<file path="src/inc/ifepr_params.svh">
// offsets, field positions, reset values and masks of the interrupt flag/enable/priority registers
`ifndef IFEPR_PARAMS_SVH
`define IFEPR_PARAMS_SVH

// ****************************************************************
// geometry
// ****************************************************************
`define IFEPR_NUM_SRC 32
`define IFEPR_NUM_PCW 8
`define IFEPR_SRC_PER_PCW 4
`define IFEPR_SLOT_BITS 8
`define IFEPR_LEVEL_W 3
`define IFEPR_SUBLEVEL_W 2
`define IFEPR_LEVEL_LSB 2
`define IFEPR_SUBLEVEL_LSB 0
`define IFEPR_ADDR_W 8

// ****************************************************************
// byte offsets on the register bus
// ****************************************************************
`define IFEPR_OFS_FLAGS 8'h00
`define IFEPR_OFS_ENABLE 8'h04
`define IFEPR_OFS_EV_STATUS 8'h08
`define IFEPR_OFS_EV_MASK 8'h0C
`define IFEPR_OFS_PCW_BASE 8'h10
`define IFEPR_OFS_PCW_LAST 8'h2C

// ****************************************************************
// masks and reset values
// ****************************************************************
`define IFEPR_PCW_WMASK 32'h1F1F1F1F
`define IFEPR_PCW_RSVD 32'hE0E0E0E0
`define IFEPR_EV_BITS 32'h00000003
`define IFEPR_EV_NEW_BIT 0
`define IFEPR_EV_BLOCKED_BIT 1
`define IFEPR_RST_WORD 32'h00000000

`endif

</file>
<file path="src/inc/ifepr_pkg.sv">
// types shared by the interrupt flag/enable/priority register block
package ifepr_pkg;

  typedef enum logic [1:0] {
    IFEPR_BUS_IDLE = 2'b00,
    IFEPR_BUS_FETCH = 2'b01,
    IFEPR_BUS_ANSWER = 2'b10
  } ifepr_bus_state_type;

endpackage : ifepr_pkg

</file>
<file path="src/core/ifepr_prio_bank.sv">
// bank of priority control words: masked writes, registered read, per-source level fields
`timescale 1ns/100ps
`include "ifepr_params.svh"

module ifepr_prio_bank (
  // clock and reset
  input wire logic i_clk,
  input wire logic i_rst_n,
  // write port
  input wire logic i_wr,
  input wire logic [2:0] i_widx,
  input wire logic [31:0] i_wdata,
  input wire logic [31:0] i_wmask,
  // read port
  input wire logic [2:0] i_ridx,
  output logic [31:0] o_rdata,
  // decoded fields, three and two bits per source
  output logic [95:0] o_level,
  output logic [63:0] o_sublevel
);

  logic [31:0] word_q [0:`IFEPR_NUM_PCW-1];
  logic [31:0] rdata_q;
  logic [31:0] wr_keep;

  // reserved bits are never stored, so they cannot read back as one
  assign wr_keep = i_wmask & `IFEPR_PCW_WMASK;
  assign o_rdata = rdata_q;

  // ****************************************************************
  // storage
  // ****************************************************************
  genvar w;
  generate
    for (w = 0; w < `IFEPR_NUM_PCW; w = w + 1) begin : g_word
      always_ff @(posedge i_clk) begin
        if (!i_rst_n) begin
          word_q[w] <= `IFEPR_RST_WORD;
        end else if (i_wr && (i_widx == 3'(w))) begin
          word_q[w] <= (word_q[w] & ~wr_keep) | (i_wdata & wr_keep);
        end
      end
    end
  endgenerate

  always_ff @(posedge i_clk) begin
    if (!i_rst_n) begin
      rdata_q <= `IFEPR_RST_WORD;
    end else begin
      rdata_q <= word_q[i_ridx] & `IFEPR_PCW_WMASK;
    end
  end

  // ****************************************************************
  // per-source fields: slot k of word n is source 4n+k
  // ****************************************************************
  genvar s;
  generate
    for (s = 0; s < `IFEPR_NUM_SRC; s = s + 1) begin : g_src
      localparam int WI = s / `IFEPR_SRC_PER_PCW;
      localparam int SB = (s % `IFEPR_SRC_PER_PCW) * `IFEPR_SLOT_BITS;
      // binary value of the field is the level itself
      assign o_level[s*3 +: 3] = word_q[WI][SB+`IFEPR_LEVEL_LSB +: 3];
      assign o_sublevel[s*2 +: 2] = word_q[WI][SB+`IFEPR_SUBLEVEL_LSB +: 2];
    end
  endgenerate

  // ****************************************************************
  // checks
  // ****************************************************************
  chk_reserved_read_zero: assert property (@(posedge i_clk) disable iff (!i_rst_n)
    (rdata_q & `IFEPR_PCW_RSVD) == 32'h00000000)
    else $error("reserved priority bits read as one");

  chk_top_slot_fields: assert property (@(posedge i_clk) disable iff (!i_rst_n)
    (i_wr && i_widx == 3'h0 && i_wmask[31:24] == 8'hFF) |=>
      (o_level[11:9] == $past(i_wdata[28:26])) && (o_sublevel[7:6] == $past(i_wdata[25:24])))
    else $error("slot three fields not at bits 28-24");

  chk_low_slot_fields: assert property (@(posedge i_clk) disable iff (!i_rst_n)
    (i_wr && i_widx == 3'h7 && i_wmask[7:0] == 8'hFF) |=>
      (o_level[86:84] == $past(i_wdata[4:2])) && (o_sublevel[57:56] == $past(i_wdata[1:0])))
    else $error("slot zero fields not at bits 4-0");

  chk_readback_word: assert property (@(posedge i_clk) disable iff (!i_rst_n)
    (i_wr && i_widx == i_ridx && i_wmask == 32'hFFFFFFFF) |=> ##1
      (rdata_q == ($past(i_wdata, 2) & `IFEPR_PCW_WMASK)) || $past(i_wr) || $past(i_ridx) != $past(i_ridx, 2))
    else $error("priority word read back wrong");

endmodule : ifepr_prio_bank

</file>
<file path="src/core/ifepr_regs.sv">
// interrupt pending flags, enables and priority words behind an Avalon-MM slave
`timescale 1ns/100ps
`include "ifepr_params.svh"

// Behaviour
// - pending flag sets on request, software read/write
// - enable bit one passes, zero blocks request
// - level field value equals priority level
// - level zero source reaches processor only in the cycle after the write that zeroes its level
// - sublevel field value equals subpriority
// - four sources per word, fixed field positions
// - unused high bits ignore writes, read zero

module ifepr_regs (
  // clock and reset
  input wire logic i_clk,
  input wire logic i_rst_n,
  // avalon-mm slave
  input wire logic [`IFEPR_ADDR_W-1:0] i_address,
  input wire logic i_read,
  input wire logic i_write,
  input wire logic [31:0] i_writedata,
  input wire logic [3:0] i_byteenable,
  output logic [31:0] o_readdata,
  output logic o_waitrequest,
  // interrupt sources, one-cycle pulses from same-clock logic
  input wire logic [31:0] i_src_event,
  // toward the processor core
  output logic [31:0] o_cpu_req,
  output logic [95:0] o_src_level,
  output logic [63:0] o_src_sublevel,
  // block event interrupt
  output logic o_irq
);

  // ****************************************************************
  // state
  // ****************************************************************
  ifepr_pkg::ifepr_bus_state_type bus_q;
  ifepr_pkg::ifepr_bus_state_type bus_d;
  logic wait_q;
  logic [31:0] rdata_q;
  logic [31:0] flags_q;
  logic [31:0] flags_d;
  logic [31:0] enable_q;
  logic [31:0] ev_status_q;
  logic [31:0] ev_status_d;
  logic [31:0] ev_mask_q;
  logic irq_q;
  logic [31:0] req_q;

  // ****************************************************************
  // address decode
  // ****************************************************************
  wire [`IFEPR_ADDR_W-1:0] word_addr = {i_address[`IFEPR_ADDR_W-1:2], 2'h0};
  wire sel_flags = (word_addr == `IFEPR_OFS_FLAGS);
  wire sel_enable = (word_addr == `IFEPR_OFS_ENABLE);
  wire sel_ev_status = (word_addr == `IFEPR_OFS_EV_STATUS);
  wire sel_ev_mask = (word_addr == `IFEPR_OFS_EV_MASK);
  wire sel_pcw = (word_addr >= `IFEPR_OFS_PCW_BASE) && (word_addr <= `IFEPR_OFS_PCW_LAST);
  wire [`IFEPR_ADDR_W-1:0] pcw_ofs = word_addr - `IFEPR_OFS_PCW_BASE;
  wire [2:0] pcw_idx = pcw_ofs[4:2];
  wire bus_req = i_read || i_write;
  // a write lands only at the edge where the master sees waitrequest low
  wire wr_fire = (bus_q == ifepr_pkg::IFEPR_BUS_ANSWER) && i_write;
  wire rd_fire = (bus_q == ifepr_pkg::IFEPR_BUS_ANSWER) && i_read;
  wire wr_flags = wr_fire && sel_flags;
  wire wr_enable = wr_fire && sel_enable;
  wire wr_ev_status = wr_fire && sel_ev_status;
  wire wr_ev_mask = wr_fire && sel_ev_mask;
  wire wr_pcw = wr_fire && sel_pcw;
  wire sel_any = sel_flags || sel_enable || sel_ev_status || sel_ev_mask || sel_pcw;
  wire [31:0] wmask = {{8{i_byteenable[3]}}, {8{i_byteenable[2]}}, {8{i_byteenable[1]}}, {8{i_byteenable[0]}}};
  wire [31:0] wbits = i_writedata & wmask;

  // ****************************************************************
  // priority words
  // ****************************************************************
  logic [31:0] pcw_rdata;
  logic [95:0] level_w;
  logic [63:0] sublevel_w;

  ifepr_prio_bank u_bank (
    .i_clk(i_clk),
    .i_rst_n(i_rst_n),
    .i_wr(wr_pcw),
    .i_widx(pcw_idx),
    .i_wdata(i_writedata),
    .i_wmask(wmask),
    .i_ridx(pcw_idx),
    .o_rdata(pcw_rdata),
    .o_level(level_w),
    .o_sublevel(sublevel_w)
  );

  // per-source level-zero detect
  logic [31:0] lvl_zero;
  genvar s;
  generate
    for (s = 0; s < `IFEPR_NUM_SRC; s = s + 1) begin : g_zero
      assign lvl_zero[s] = (level_w[s*3 +: 3] == 3'h0);
    end
  endgenerate

  // ****************************************************************
  // next values
  // ****************************************************************
  // a request in the same cycle as a software clear still sets the flag
  assign flags_d = (wr_flags ? ((flags_q & ~wmask) | wbits) : flags_q) | i_src_event;
  wire ev_new = |i_src_event;
  wire ev_blocked = |(i_src_event & lvl_zero);
  wire [31:0] ev_set = {30'h00000000, ev_blocked, ev_new};
  wire [31:0] ev_clr = wr_ev_status ? (wbits & `IFEPR_EV_BITS) : 32'h00000000;
  assign ev_status_d = (ev_status_q & ~ev_clr) | ev_set;
  // disabled or level-zero sources are cut off here, pending flag kept
  wire [31:0] req_d = flags_q & enable_q & ~lvl_zero;

  wire [31:0] rd_mux =
    sel_flags ? flags_q :
    sel_enable ? enable_q :
    sel_ev_status ? ev_status_q :
    sel_ev_mask ? ev_mask_q :
    sel_pcw ? pcw_rdata : 32'h00000000;

  always_comb begin
    case (bus_q)
      ifepr_pkg::IFEPR_BUS_IDLE: bus_d = bus_req ? ifepr_pkg::IFEPR_BUS_FETCH : ifepr_pkg::IFEPR_BUS_IDLE;
      ifepr_pkg::IFEPR_BUS_FETCH: bus_d = ifepr_pkg::IFEPR_BUS_ANSWER;
      ifepr_pkg::IFEPR_BUS_ANSWER: bus_d = ifepr_pkg::IFEPR_BUS_IDLE;
      default: bus_d = ifepr_pkg::IFEPR_BUS_IDLE;
    endcase
  end

  // ****************************************************************
  // bus slave: two wait cycles so the bank read can settle
  // ****************************************************************
  always_ff @(posedge i_clk) begin
    if (!i_rst_n) begin
      bus_q <= ifepr_pkg::IFEPR_BUS_IDLE;
      wait_q <= 1'h1;
      rdata_q <= `IFEPR_RST_WORD;
    end else begin
      bus_q <= bus_d;
      wait_q <= (bus_d != ifepr_pkg::IFEPR_BUS_ANSWER);
      if (bus_q == ifepr_pkg::IFEPR_BUS_FETCH) begin
        rdata_q <= i_read ? rd_mux : 32'h00000000;
      end
    end
  end

  // ****************************************************************
  // registers
  // ****************************************************************
  always_ff @(posedge i_clk) begin
    if (!i_rst_n) begin
      flags_q <= `IFEPR_RST_WORD;
      enable_q <= `IFEPR_RST_WORD;
      ev_status_q <= `IFEPR_RST_WORD;
      ev_mask_q <= `IFEPR_RST_WORD;
    end else begin
      flags_q <= flags_d;
      ev_status_q <= ev_status_d;
      if (wr_enable) begin
        enable_q <= (enable_q & ~wmask) | wbits;
      end
      if (wr_ev_mask) begin
        ev_mask_q <= (ev_mask_q & ~wmask) | (wbits & `IFEPR_EV_BITS);
      end
    end
  end

  always_ff @(posedge i_clk) begin
    if (!i_rst_n) begin
      req_q <= `IFEPR_RST_WORD;
      irq_q <= 1'h0;
    end else begin
      req_q <= req_d;
      irq_q <= |(ev_status_d & ev_mask_q);
    end
  end

  assign o_readdata = rdata_q;
  assign o_waitrequest = wait_q;
  assign o_cpu_req = req_q;
  assign o_src_level = level_w;
  assign o_src_sublevel = sublevel_w;
  assign o_irq = irq_q;

  // ****************************************************************
  // checks
  // ****************************************************************
  chk_flag_event_sets: assert property (@(posedge i_clk) disable iff (!i_rst_n)
    (|i_src_event) |=> ((flags_q & $past(i_src_event)) == $past(i_src_event)))
    else $error("request did not set its pending flag");

  chk_flag_sw_write: assert property (@(posedge i_clk) disable iff (!i_rst_n)
    (wr_fire && sel_flags && i_byteenable == 4'hF && i_src_event == 32'h00000000)
      |=> flags_q == $past(i_writedata))
    else $error("flag word write not stored");

  chk_enable_gates_req: assert property (@(posedge i_clk) disable iff (!i_rst_n)
    ##1 (o_cpu_req == ($past(flags_q) & $past(enable_q) & ~$past(lvl_zero))))
    else $error("processor request not flag and enable");

  chk_level_zero_silent: assert property (@(posedge i_clk) disable iff (!i_rst_n)
    (lvl_zero[0] && lvl_zero[31]) [*2] |-> (o_cpu_req[0] == 1'h0) && (o_cpu_req[31] == 1'h0))
    else $error("level zero source reached processor");

  chk_reset_clears: assert property (@(posedge i_clk)
    !i_rst_n |=> (flags_q == 32'h00000000) && (enable_q == 32'h00000000) && (o_src_level == 96'h0))
    else $error("reset left state set");

  chk_answer_one_cycle: assert property (@(posedge i_clk) disable iff (!i_rst_n)
    (bus_req && bus_q == ifepr_pkg::IFEPR_BUS_IDLE) |=> o_waitrequest ##1 !o_waitrequest ##1 o_waitrequest)
    else $error("waitrequest low not exactly one cycle");

  chk_status_sticky: assert property (@(posedge i_clk) disable iff (!i_rst_n)
    ev_new |=> ev_status_q[`IFEPR_EV_NEW_BIT] ##1 (ev_status_q[`IFEPR_EV_NEW_BIT] || $past(wr_fire)))
    else $error("event status bit not sticky");

  // ****************************************************************
  // bus, flag, enable, status, request and priority field checks
  // ****************************************************************
  chk_enable_sw_write: assert property (@(posedge i_clk) disable iff (!i_rst_n)
    (wr_enable && i_byteenable == 4'hF) |=> enable_q == $past(i_writedata))
    else $error("enable word write not stored");

  chk_enable_zero_blocks: assert property (@(posedge i_clk) disable iff (!i_rst_n)
    (enable_q != 32'hFFFFFFFF) |=> ((o_cpu_req & ~$past(enable_q)) == 32'h00000000))
    else $error("disabled source reached processor");

  chk_flag_holds_idle: assert property (@(posedge i_clk) disable iff (!i_rst_n)
    (!wr_flags && i_src_event == 32'h00000000) |=> flags_q == $past(flags_q))
    else $error("pending flag moved without request or write");

  chk_flag_no_spurious: assert property (@(posedge i_clk) disable iff (!i_rst_n)
    !wr_flags |=> ((flags_q & ~$past(flags_q) & ~$past(i_src_event)) == 32'h00000000))
    else $error("pending flag set without a request");

  chk_zero_level_masked: assert property (@(posedge i_clk) disable iff (!i_rst_n)
    (|lvl_zero) |=> ((o_cpu_req & $past(lvl_zero)) == 32'h00000000))
    else $error("level zero request presented");

  chk_req_needs_flag: assert property (@(posedge i_clk) disable iff (!i_rst_n)
    (flags_q != 32'hFFFFFFFF) |=> ((o_cpu_req & ~$past(flags_q)) == 32'h00000000))
    else $error("request presented without pending flag");

  chk_reset_outputs_idle: assert property (@(posedge i_clk)
    !i_rst_n |=> o_waitrequest && !o_irq && (o_readdata == 32'h00000000) && (o_cpu_req == 32'h00000000)
      && (o_src_sublevel == 64'h0000000000000000))
    else $error("outputs not idle after reset");

  chk_unmapped_read_zero: assert property (@(posedge i_clk) disable iff (!i_rst_n)
    (rd_fire && !sel_any) |-> o_readdata == 32'h00000000)
    else $error("unmapped read returned data");

  // a flag read is compared only when the flags held still across the fetch edge
  chk_flags_read_back: assert property (@(posedge i_clk) disable iff (!i_rst_n)
    (rd_fire && sel_flags && $stable(flags_q)) |-> o_readdata == flags_q)
    else $error("flag word read back wrong");

  chk_enable_read_back: assert property (@(posedge i_clk) disable iff (!i_rst_n)
    (rd_fire && sel_enable) |-> o_readdata == enable_q)
    else $error("enable word read back wrong");

  chk_mask_reserved_zero: assert property (@(posedge i_clk) disable iff (!i_rst_n)
    (ev_mask_q & ~`IFEPR_EV_BITS) == 32'h00000000)
    else $error("unused event mask bits set");

  chk_status_reserved_zero: assert property (@(posedge i_clk) disable iff (!i_rst_n)
    (ev_status_q & ~`IFEPR_EV_BITS) == 32'h00000000)
    else $error("unused event status bits set");

  // the interrupt trails a mask write by one edge
  chk_irq_follows_status: assert property (@(posedge i_clk) disable iff (!i_rst_n)
    !$past(wr_ev_mask) |-> (o_irq == (|(ev_status_q & ev_mask_q))))
    else $error("interrupt does not follow masked status");

  chk_blocked_sets_status: assert property (@(posedge i_clk) disable iff (!i_rst_n)
    (|(i_src_event & lvl_zero)) |=> ev_status_q[`IFEPR_EV_BLOCKED_BIT])
    else $error("level zero request not flagged in status");

  chk_status_write_clears: assert property (@(posedge i_clk) disable iff (!i_rst_n)
    (wr_ev_status && i_writedata[`IFEPR_EV_NEW_BIT] && i_byteenable[0] && !ev_new)
      |=> !ev_status_q[`IFEPR_EV_NEW_BIT])
    else $error("status write of one did not clear");

  chk_readdata_stands: assert property (@(posedge i_clk) disable iff (!i_rst_n)
    (bus_q == ifepr_pkg::IFEPR_BUS_ANSWER) |=> $stable(o_readdata))
    else $error("read data changed after the answer");

  chk_wait_low_answer: assert property (@(posedge i_clk) disable iff (!i_rst_n)
    !o_waitrequest |-> (bus_q == ifepr_pkg::IFEPR_BUS_ANSWER))
    else $error("waitrequest low outside the answer cycle");

  chk_mask_write_lands: assert property (@(posedge i_clk) disable iff (!i_rst_n)
    (wr_ev_mask && i_byteenable[0]) |=> (ev_mask_q[1:0] == $past(i_writedata[1:0])))
    else $error("event mask write not stored");

  // level and sublevel outputs move only on a priority word write
  chk_fields_hold_still: assert property (@(posedge i_clk) disable iff (!i_rst_n)
    !wr_pcw |=> $stable(o_src_level) && $stable(o_src_sublevel))
    else $error("priority fields moved without a write");

endmodule : ifepr_regs

</file>
<file path="config.mk">
export PLATFORM = sky130hd
export DESIGN_NAME = ifepr_regs
export DESIGN_NICKNAME = d
export VERILOG_FILES = /design/src/inc/ifepr_pkg.sv /design/src/core/ifepr_prio_bank.sv /design/src/core/ifepr_regs.sv
export VERILOG_INCLUDE_DIRS = /design/src /design/src/inc
export SDC_FILE = /design/constraint.sdc
export NUM_CORES = 1
export LEC_CHECK = 0
export BUFFER_PORTS_ARGS = -buffer_cell sky130_fd_sc_hd__buf_2
export CAP_MARGIN = 15
export CORE_MARGIN = 8
export CORE_UTILIZATION = 35
export DETAILED_ROUTE_END_ITERATION = 8
export PLACE_DENSITY = 0.66
export SLEW_MARGIN = 20
export SYNTH_ARGS = -nofsm -noshare
export SYNTH_HDL_FRONTEND = slang
export SYNTH_SLANG_ARGS = --single-unit
</file>
<file path="constraint.sdc">
create_clock -name i_clk -period 4.9 [get_ports i_clk]
set_input_delay 0.98 -clock i_clk [delete_from_list [all_inputs] [get_ports i_clk]]
set_output_delay 0.98 -clock i_clk [all_outputs]
set_load 0.005 [all_outputs]
</file>
## After elaboration in Yosys (flattened, before gate mapping)

Memories as Yosys holds them, arrays and structs flattened. A register that Yosys moved wholly into a read port is not among the register bits.
Cells that the tools add are included.

- Mux-type cells: 43
- $lt $le $gt $ge: 2
- Reduce and logical (&&, ||, !) cells: 55
- Eq/ne operators: 13
- Add/sub/neg operators: 1
- Bitwise gates (word level): 43

Operators with widths:

| cell | count |
|---|---|
| AND 32 bit | 17 |
| two-way mux 32 bit | 15 |
| bitwise OR 32 bit | 11 |
| zero test 3 bit | 33 |
| OR reduction 32 bit | 3 |
| inverter 32 bit | 2 |
| bitwise OR 32 x 2 -> 32 bit | 2 |
| AND 32 x 29 -> 32 bit | 1 |
| inverter 2 -> 32 bit | 1 |
| inverter 29 -> 32 bit | 1 |
| two-way mux 1 bit | 26 |
| logical AND 1 bit | 15 |
| equality test 3 bit, second input constant | 4 |
| equality test 6 x 2 -> 1 bit, second input constant | 2 |
| greater-or-equal comparator 8 x 5 -> 1 bit, second input constant | 1 |
| <= comparator 8 x 6 -> 1 bit, second input constant | 1 |
| zero test 8 bit | 1 |
| bitwise OR 1 bit | 8 |
| equality test 3 x 2 -> 1 bit, second input constant | 2 |
| equality test 6 x 1 -> 1 bit, second input constant | 1 |
| subtractor 5 bit, second input constant | 1 |
| one-hot mux 2 bit (2 select lines) | 1 |
| equality test 3 x 1 -> 1 bit, second input constant | 1 |
| equality test 2 x 1 -> 1 bit, second input constant | 1 |
| 6 further kinds | 6 |

- Memories kept: 1
- Logic and storage cells: 168
- Register bits: 208
- Memory bits (writable): 256
- Output and inout port bits: 226

Memory list:

| memory | words | width | rd ports | clocked after Yosys merged registers in | write ports | RTL line | text |
|---|---|---|---|---|---|---|---|
| u_bank.word_q | 8 | 32 | 9 | 1 | 8 | ifepr_prio_bank.sv:22 | `` logic [31:0] word_q [0:`IFEPR_NUM_PCW-1]; `` |

## Depth between registers and ports, before layout

Gate-level depths: netlist of the first run.

- Word-level depth: 9
- Gate-level depth with buffers: 9
- Gate-level depth less buffers: 5

## By module

From an unflattened synthesis of the first run, not the netlist that was laid out.

- Cells, all modules: 1467
- Area, all modules: 15672.5 µm²

Modules (own cells, without submodules):

| module | area an instance (µm²) | instances | cells an instance |
|---|---|---|---|
| ifepr_prio_bank | 8888.5 | 1 | 717 |
| ifepr_regs | 6784.0 | 1 | 750 |

## Worst setup path before layout of the first run

OpenSTA, ideal clock, no wires.

- Kind: input -> register
- Start point: input port i_address[4]
- End point: memory u_bank.word_q[5][0], enable pin
- Path slack: 1198 ps
- Arrival time: 3277 ps
- Stages on the path: 4
- Required time: 4475 ps
- Cells stage by stage: buf_2 -> xnor2_1 -> or4b_1 -> o21ai_0

RTL lines:

| item | RTL line | text |
|---|---|---|
| start: declaration | ifepr_regs.sv:19 | `` input wire logic [`IFEPR_ADDR_W-1:0] i_address, `` |
| end: declaration | ifepr_prio_bank.sv:22 |  |

## Final worst setup path of the first run

- Start point: input port i_address[4]
- End point: register rdata_q[10], in the netlist o_readdata[10]

- Cells in the longest elaborated chain, start to end: 8
- Elaborated cells on any way between the ends: 13
- Classes of those cells: order compare: 2; eq/ne: 3; mux: 6; reduce/logical: 2

Ends and longest elaborated chain:

| item | RTL line | text |
|---|---|---|
| greater-or-equal comparator 8 x 5 -> 1 bit (no line) / <= comparator 8 x 6 -> 1 bit (equally long branches) | - |  |
| logical AND 1 bit | ifepr_regs.sv:60 | `` wire sel_pcw = (word_addr >= `IFEPR_OFS_PCW_BASE) && (word_addr <= `IFEPR_OFS_PCW_LAST); `` |
| two-way mux 32 bit | ifepr_regs.sv:123 | `sel_pcw ? pcw_rdata : 32'h00000000;` |
| two-way mux 32 bit | ifepr_regs.sv:122 | `sel_ev_mask ? ev_mask_q :` |
| two-way mux 32 bit | ifepr_regs.sv:121 | `sel_ev_status ? ev_status_q :` |
| two-way mux 32 bit | ifepr_regs.sv:120 | `sel_enable ? enable_q :` |
| two-way mux 32 bit (*) | ifepr_regs.sv:119 | `sel_flags ? flags_q :` |
| two-way mux 32 bit (*) | ifepr_regs.sv:146 | `rdata_q <= i_read ? rd_mux : 32'h00000000;` |
| end signal: assignment | ifepr_regs.sv:141 | `` rdata_q <= `IFEPR_RST_WORD; `` |
| end signal: assignment | ifepr_regs.sv:146 |  |
| end: declaration | ifepr_regs.sv:42 | `logic [31:0] rdata_q;` |

Mark *: on every way between the ends. The rest lies on a longest branch, timed or not.
A chain may end at the register's enable or synchronous reset.

==> impl_results.md, run 1 <==
* GR Overflow Total at 0
* Dpl cells at between 2000 and 2500
* Slew Limit Fails at 0
* Hold path cells at 2
* Hold Buf Count CTS at 0
* CP arrival at between 3 and 4 ns
* Worst setup EP type: flop
* Post-route cell area at roughly 0.019 sq mm
* Slew margin rel. at a little under 30%
* Final hold vios at 0
* Post-Syn Area per Cell at roughly 11 sq um
* DRT iter0 DRCs at approximately 1500
* Antenna-violating nets left at 0
* Sequential Power Share at between 40% and 50%
* Num CTS Buffers at 39
* Io pins at 306
* Met1 Use GR at between 30% and 40%
* FMAX at between 200 and 300 MHz
* Crit start category: primary input
* Top FF cell, synth: dfxtp_1
* Finish-stage setup viols at 0
* GP Congestion at slightly below 0.9
* Layout cell share with drive strength beyond 1 at between 20% and 30%
* IR drop worst, VDD at 243.3 uV
* HP Start: o_readdata[2]$_SDFFE_PN0P_
* Final Skew at ~0.018 ns
* Comb pwr share at 8.0%
* Worst-path cell chain: buf_2 > or4_1 > nor2_1 > or3_1 > o22a_1 > a21oi_1
* IO buf count at a little over 300
* CTS tree: done
* DRC violations left at 0
* Post-Syn Instances at ~1500
* P_int at between 4 and 5 mW
* Outcome: finished clean
* Number of flops mapped to enable cells by yosys at 160
* Flop2flop setup slack at around 2.2 ns
* Worst-case reg-to-reg path depth at 5
* Grt met3 use at around 6.1%
* Grt met2 use at about a third
* Leak Pwr at between 7 and 8 nW
* Top Family by Delay on Critical Path: simple AND/OR/NAND/NOR gates
* Post-CTS Resized at 0
* Worst r2r dst: u_bank.word_q[4][17]$_SDFFCE_PN0P_
* Crit path max fanout at 24
* CP required at approximately 5.4 ns
* Clk Latency, worst-skew pair at 0.55 ns
* Slowest cell on the critical path: or3_1
* Nets at ~1800
* Final Critical Period at about 3.4 ns
* Pin count of the biggest net entering global routing at about 70
* Clk root buf: clkbuf_16
* Synth Register Bits at between 300 and 400
* Setup_tns at 0 ns
* Wire per inst at 26.04 microns
* Post-route insts no fill at roughly 2400
* Sequential fraction of the synthesis area at a little under three fifths
* Psw at ~1.6 mW
* Area of the die at 0.05095 sq mm
* Max-cap viol count at 0
* Tcrit/Tclk final at about 69%
* R2r startpoint: bus_q[1]$_SDFF_PN0_
* First-pass GRT wire length at about 90 mm
* Distinct cells, synth at just under 50
* Pwr dens at roughly 350 mW/mm^2
* Share of the synthesized area in the top cell type at between 30 and 40%
* Worst-path clk slew at roughly 0.050 ns
* Total global-route track usage at 23.17%
* Worst Max-Slew Pin Slew at 1.055 ns
* Class of the worst hold path: flop to flop
* Initial antenna violation count at 15
* Top Usage Layer GRT: met2
* Syn-to-layout area delta at 21.46%
* Main area contributors after synthesis: edfxtp_1 31%, dfxtp_1 24%, a21oi_1 8.5%, nand2b_1 6.6%, mux4_2 5.9%
* H-tree depth at 2
* Worst Hold Endpoint: o_readdata[2]$_SDFFE_PN0P_
* Post-Syn Nets at ~1500
* Row count at just under 80
* Post-synthesis cell area at between 0.015 and 0.02 sq mm
* Vias in the first global route at 12920
* Clock buffer depth at 3
* Vias per Instance at roughly 5.6
* # fillers at ~4200
* Worst Path Buf+Inv at 1
* Clock share of power at between 40 and 50%
* Vias at 13170
* CTS Sinks at ~350
* First-pass detailed-route iteration total at 5
* Placed cell area at approximately 0.017 sq mm
* Die X at approximately 230 microns
* Post-CTS Setup Repair Bufs at 0
* Total core area at approximately 0.044 sq mm
* CP Class: primary input to flop
* Total power at between 6 and 7 mW
* Net Sw Frac at 24.53%
* Detailed-route wire length at roughly 60 mm
* Die Ht at ~230 microns
* Synth async-reset ratio at 0%
* Warnings, synthesis at 0
* Initial Utilization at between 30% and 40%
* Leading area contributor after synthesis: edfxtp_1
* CP peak stage delay at 0.79 ns
* DP HPWL at approximately 45 mm
* RSZ-0062 raised after global routing: no
==> flip-flops by register name, indices dropped and copies added, names as in the netlist, named ones only <==
register,count
bus_q,2
o_waitrequest,1
u_bank.o_rdata,20
o_readdata,32
o_cpu_req,32
o_irq,1
ev_mask_q,30
u_bank.word_q,160
flags_q,32
ev_status_q,2
==> how the worst max path moves through the flow <==
stage                 startpoint                                 end  slack, ns  cells past startpoint
global route        i_address[4]  u_bank.word_q[4][19]$_SDFFCE_PN0P_       1.42                      6
CTS                 i_address[4]  u_bank.word_q[5][19]$_SDFFCE_PN0P_       1.60                      6
detailed placement  i_address[4]  u_bank.word_q[4][20]$_SDFFCE_PN0P_       1.06                      6
floorplan           i_address[4]   u_bank.word_q[5][0]$_SDFFCE_PN0P_       1.20                      4
finish              i_address[4]         o_readdata[10]$_SDFFE_PN0P_       1.53                      6
global placement    i_address[4]         o_readdata[25]$_SDFFE_PN0P_       1.16                      6
==> power groups by stage <==
stage,logic [mW],clock network (mW),registers (mW)
finish,0.519,2.83,3.18
global route,0.551,2.96,3.19
CTS,0.516,2.86,3.18
detailed placement,0.514,0,3.24
global placement,0.507,0,3.23
floorplan,0.270,0,3.22
==> cell usage in the layout (no fill, tap or decap), types with 24 or more instances in the layout <==
cell type,Yosys,routed
nand2_1,111,111
buf_2,25,303
a22oi_1,56,56
nand2b_1,163,162
and2_1,24,24
clkbuf_16,0,39
nor2_1,61,61
a21oi_1,262,262
edfxtp_1,160,160
dfxtp_1,186,186
inv_1,31,31
nand3_1,68,68
mux4_2,40,40
nor3_1,33,32
mux2i_1,50,50
==> metrics by stage <==
stage	hold slack, ns	util [%]	setup slack (ns)
after global placement	0.4408	39.86	1.160
after CTS	0.4494	42.57	1.602
final	0.4471	42.65	1.532
after global routing	0.4660	42.62	1.420
after floorplan	0.4296	-	1.198
after detailed placement	0.4434	39.86	1.065
==> final cells by class <==
class                      instances  area [sq um]  area share [%]
sequential                       346          8528           45.61
multi-input combinational        978          6384           34.14
timing repair buffer             326          1702           9.101
clock buffer                      51          1031           5.514
tap                              592         740.7           3.962
clock inverter                    14         155.1          0.8298
inverter                          32         121.4          0.6491
antenna                           14         35.03          0.1874
==> tightest hold or removal path: stages, from the launching register on <==
cell and delay [ns]:
dfxtp_1 0.30, nand2_1 0.05, a21oi_1 0.05
==> cells by family after synthesis <==
family | share of synthesized area [%]
xor gates and xnor gates | 0.05691
AOI/OAI and AO/OA | 13.99
buffers and inverters | 3.422
muxes | 9.103
DFF | 55.40
and+or+nand+nor | 18.03
==> layer usage <==
layer	share of wire, %	vias to the layer above
li1	-	5836
met1	42	6515
met2	45	700
met3	9.9	117
met4	3.3	4
met5	0.033	-
==> cell usage after synthesis, types with 2 or more instances <==
cell type	count
a2111oi_0	4
a211oi_1	2
a21o_1	12
a21oi_1	262
a222oi_1	2
a22oi_1	56
a31o_2	2
and2_1	24
and3_1	8
buf_1	3
buf_2	25
buf_4	2
clkbuf_1	65
dfxtp_1	186
edfxtp_1	160
inv_1	31
mux2i_1	50
mux4_2	40
nand2_1	111
nand2_2	3
nand2b_1	163
nand3_1	68
nand4_1	5
nor2_1	61
nor2_4	3
nor2b_1	3
nor3_1	33
nor3_4	2
nor4_1	9
nor4b_1	12
o2111ai_1	2
o21ai_0	8
o22a_1	18
or2_2	2
(Power assumes the default switching activity.)
==> run 2, diff against run 1 <==
Clock period 4.9 ns to 3.19 ns, I/O delays scaled along.
==> impl_results.md, run 2 (same netlist as run 1, synthesis figures left out) <==
* Final Skew at about 0.019 ns
* Outcome: finished clean
* DP HPWL at roughly 46 mm
* First-pass detailed-route iteration total at 6
* Total power at roughly 10 mW
* Slew Limit Fails at 0
* Initial antenna violation count at 13
* Crit path max fanout at 13
* CTS tree: done
* Post-CTS Setup Repair Bufs at 0
* Detailed-route wire length at slightly above 60 mm
* Setup_tns at 0 ns
* Commonest non-fill, non-tap cells in the layout: 303 x buf_2, 262 x a21oi_1, 186 x dfxtp_1, 163 x nand2b_1, 160 x edfxtp_1
* Pin count of the biggest net entering global routing at 68
* IR drop worst, VDD at around 310 uV
* Final core occ at a little over two fifths
* FMAX at slightly above 400 MHz
* Row count at 77
* Hold Buf Count CTS at 0
* GP Congestion at 0.8919
* Finish-stage setup viols at 0
* Total global-route track usage at a little under a quarter
* H-tree depth at 2
* First-pass GRT wire length at about 89 mm
* CP required at 3.58 ns
* Placed cell area at between 0.015 and 0.02 sq mm
* Post-CTS Resized at 0
* Final Critical Period at roughly 2.5 ns
* Worst-path clk slew at 0.06 ns
* Slew margin rel. at 31.41%
* Io pins at about 310
* Worst setup EP type: flop
* CP arrival at ~2.9 ns
* CP Class: flop to flop
* RSZ-0062 raised after global routing: no
* Clock buffer depth at 3
* Final hold vios at 0
* # fillers at ~4300
* HP Start: i_src_event[27]
* GR Overflow Total at 0
* DRT iter0 DRCs at between 1500 and 2000
* Class of the worst hold path: primary input to flop
* Area of the die at 0.05095 sq mm
* Final worst setup slack at slightly above 0.7 ns
* Syn-to-layout area delta at 23.46%
* Die Ht at around 230 microns
* Vias in the first global route at around 13000
* Tcrit/Tclk final at 77.53%
* Nets at about 1800
* Max-cap viol count at 0
* Crit start category: flop
* Vias at ~13000
* CTS Sinks at approximately 350
* Clk Latency, worst-skew pair at between 0.5 and 0.6 ns
* Most common cell after layout, fill and taps aside: buf_2
* Layout cell share with drive strength beyond 1 at between 20% and 30%
* Vias per Instance at 5.594
* IO buf count at 303
* Post-route cell area at between 0.015 and 0.02 sq mm
* Total core area at 0.04384 sq mm
* DRC violations left at 0
* Die X at about 230 microns
* Max reg flops at 160
* Wire per inst at ~26 microns
* Dpl ws at ~0.28 ns
* Pwr dens at between 500 and 600 mW/mm^2
* Leak Pwr at around 7.5 nW
* Critical path origin: bus_q[1]$_SDFF_PN0_
* Worst Max-Slew Pin Slew at 1.021 ns
* Reg with most FFs: u_bank.word_q
* Clk root buf: clkbuf_16
* R2r startpoint: bus_q[1]$_SDFF_PN0_
* Antenna-violating nets left at 0
* Num CTS Buffers at 39
* Initial Utilization at 35.12%
run 2: cell types whose count changed in the layout (fill, tap and decap cells not counted), moves of 2 or more:
cell and change:
buf_12 +6, buf_4 +18, bufinv_16 -2, clkbuf_1 +3, clkbuf_8 +6, clkinv_1 -3
clkinv_2 +2
run 2: where the power goes:
group / leakage (nW) / total (mW) / internal, mW / switching (mW)
Combinational: 3.71 / 0.827 / 0.306 / 0.521
Sequential: 3.16 / 4.88 / 4.76 / 0.124
Clock: 0.611 / 4.43 / 2.57 / 1.86
run 2: routing by layer:
metal  vias to the layer above  global-route usage [%]  share of wire [%]
met3                       120                   6.363                 11
met2                       758                   35.54                 45
met4                         2                   9.308                3.9
met1                      6563                   31.54                 41
met5                         -                       0              0.015
li1                       5887                       -                  -
run 2: through the flow:
step	cells	hold WS, ns
2_1_floorplan	1452	0.4296
6_report	2383	0.3457
3_3_place_gp	2298	0.4415
3_5_place_dp	2298	0.4435
4_1_cts	2370	0.3245
5_1_grt	2377	0.3418
run 2: path summary, 6_finish.rpt:
path | depth (start not counted) | to | slack [ns]
worst max register to register | 6 | u_bank.word_q[1][18]$_SDFFCE_PN0P_ | 0.72
worst min-delay path | 3 | flags_q[27]$_SDFF_PN0_ | 0.35
worst max-delay path | 6 | u_bank.word_q[1][18]$_SDFFCE_PN0P_ | 0.72
worst min register to register | 2 | o_readdata[27]$_SDFFE_PN0P_ | 0.45
run 2: final cells by class:
class | count | area (sq um) | area share, %
diodes | 13 | 32.53 | 0.1712
clock buffers | 61 | 1150 | 6.050
clock inverters | 11 | 93.84 | 0.4938
inverters | 32 | 121.4 | 0.6386
multi-input cells | 978 | 6381 | 33.58
flip-flops and latches | 346 | 8528 | 44.87
well taps | 592 | 740.7 | 3.898
repair buffers | 350 | 1957 | 10.30
run 2: critical path, stage by stage (launching register included):
cell and delay, ns:
dfxtp_1 0.41, nand3b_4 0.20, nand4bb_1 0.48, nor2_1 0.35, nand2_1 0.39, buf_4 0.34
a21oi_1 0.14
==> run 3, diff against run 2 <==
Clock period 3.19 ns to 2.51 ns, I/O delays scaled along.
==> impl_results.md, run 3 (same netlist as run 1, synthesis figures left out) <==
* Total core area at 0.04384 sq mm
* Met3 wire len at between 6 and 7 mm
* Worst Max-Slew Pin Slew at around 0.79 ns
* Die X at about 230 microns
* Crit start category: flop
* R2r startpoint: u_bank.word_q[5][26]$_SDFFCE_PN0P_
* Detailed-route wire length at about 62 mm
* Final hold vios at 0
* DRC violations left at 0
* Clk Latency, worst-skew pair at between 0.5 and 0.6 ns
* Worst hold slack at approximately 0.20 ns
* Total global-route track usage at 23.79%
* Clock buffer depth at 3
* Slew margin rel. at a little under half
* Reg with most FFs: u_bank.word_q
* DP HPWL at 46.70 mm
* IR drop worst, VDD at around 430 uV
* GP Congestion at 0.9027
* First-pass GRT wire length at about 90 mm
* Layout cell share with drive strength beyond 1 at 28.98%
* Dpl cells at about 2400
* RSZ-0062 raised after global routing: no
* Max layer used: met4
* Outcome: finished clean
* Worst r2r dst: o_irq$_SDFF_PN0_
* Hold path cells at 3
* Num CTS Buffers at 39
* Antenna-violating nets left at 0
* CP Class: flop to flop
* CTS tree: done
* FMAX at 474.3 MHz
* WL met1 at around 26 mm
* Io pins at 306
* Vias at ~14000
* Class of the worst hold path: primary input to flop
* CP required at 2.90 ns
* CP arrival at between 2 and 3 ns
* Max reg flops at 160
* Net Sw Frac at between 20% and 30%
* P_int at between 9 and 10 mW
* Clk root buf: clkbuf_16
* Post-route cell area at ~0.02 sq mm
* Final Skew at 0.02848 ns
* Psw at about 3.2 mW
* Max-cap viol count at 0
* Vias per Instance at 5.567
* Worst setup EP type: flop
* # fillers at 4178
* Post-CTS Setup Repair Bufs at 0
* Post-route insts no fill at between 2000 and 2500
* Initial antenna violation count at 6
* Slew Limit Fails at 0
* DRT iter0 DRCs at ~1500
* Worst-path clk slew at 0.06 ns
* Most common cell after layout, fill and taps aside: buf_2
* CP peak stage delay at 0.55 ns
* Sequential Power Share at 48.1%
* Row count at 77
* CTS Sinks at about 350
* Syn-to-layout area delta at 26.92%
* Wire per inst at about 26 microns
* Initial Utilization at 35.12%
* DR WL met2 at about 28 mm
* Leak Pwr at 7.793 nW
* Pwr dens at around 660 mW/mm^2
* First-pass detailed-route iteration total at 8
* Placed cell area at 0.01829 sq mm
* Worst-path cell chain: nor3_1 > a2111oi_0 > nand4_1 > nor4_2 > o2bb2ai_1
* Clock share of power at 43.2%
* IO buf count at a little over 300
* H-tree depth at 2
* Final Critical Period at 2.108 ns
* Nets at around 1900
* Worst-case reg-to-reg path depth at 5
* Comb pwr share at 8.6%
* Area of the die at between 0.05 and 0.06 sq mm
* Finish-stage setup viols at 0
* Vias in the first global route at roughly 14000
* Slowest cell on the critical path: a2111oi_0
* Flop2flop setup slack at ~0.40 ns
* Tcrit/Tclk final at between 80% and 90%
* HP Start: i_writedata[14]
* Pin count of the biggest net entering global routing at between 50 and 60
* Final core occ at around 45%
* Commonest non-fill, non-tap cells in the layout: 303 x buf_2, 262 x a21oi_1, 186 x dfxtp_1, 162 x nand2b_1, 160 x edfxtp_1
* Hold Buf Count CTS at 0
* Die Ht at 225.7 microns
* GR Overflow Total at 0
* Post-CTS Resized at 0
* Crit path max fanout at 4
==> run 3: changes by cell type in the layout (fill, tap and decap cells not counted), sizes merged <==
cell and change:
diode -4, inv -2, clkbuf -3, buf +59
==> run 3: routing by layer <==
layer  track usage (%)  vias up
met3             5.830      126
met5                 0        -
met4             10.02        0
li1                  -     5995
met2             35.99      789
met1             32.21     6635
==> run 3: worst max-delay path by stage <==
stage                                             startpoint                           endpoint  slack [ns]  cells after the start
after detailed placement                        i_address[7]                   o_irq$_SDFF_PN0_         0.1                      6
final                     u_bank.word_q[5][26]$_SDFFCE_PN0P_                   o_irq$_SDFF_PN0_        0.40                      5
after floorplan                                      i_write  u_bank.word_q[1][0]$_SDFFCE_PN0P_       -0.31                      3
after CTS                 u_bank.word_q[5][26]$_SDFFCE_PN0P_                   o_irq$_SDFF_PN0_        0.42                      5
after global placement                          i_address[7]                   o_irq$_SDFF_PN0_        0.11                      6
after global routing      u_bank.word_q[5][26]$_SDFFCE_PN0P_                   o_irq$_SDFF_PN0_        0.31                      5
==> run 3: area by class of cell <==
| class | instances | area (sq um) | share of cell area [%] |
|---|---|---|---|
| sequential | 346 | 8528 | 43.65 |
| clock buffer | 58 | 1139 | 5.828 |
| timing repair buffer | 409 | 2525 | 12.92 |
| tap | 592 | 740.7 | 3.791 |
| antenna | 9 | 22.52 | 0.1153 |
| clock inverter | 9 | 85.08 | 0.4355 |
| multi-input combinational | 978 | 6376 | 32.64 |
| inverter | 32 | 121.4 | 0.6212 |
==> run 3: per-stage QoR <==
step / total power [mW] / setup TNS [ns] / setup slack [ns]
2_1_floorplan: 6.811 / -23.19 / -0.3097
3_3_place_gp: 7.385 / 0 / 0.1077
3_5_place_dp: 7.410 / 0 / 0.09553
4_1_cts: 12.94 / 0 / 0.4171
5_1_grt: 13.24 / 0 / 0.3116
6_report: 12.88 / 0 / 0.4016
==> run 3: power groups by stage <==
stage	registers, mW	clock network (mW)	logic, mW
final	6.20	5.57	1.11
after floorplan	6.28	0	0.530
after detailed placement	6.31	0	1.10
after global placement	6.30	0	1.08
after CTS	6.19	5.65	1.10
after global routing	6.22	5.85	1.17
==> run 3: critical path: cells and delay by family (launching register included) <==
family	cells	cell delay (ns)
and+or+nand+nor	3	0.77
AOI/OAI and AO/OA	2	0.75
DFF	1	0.41
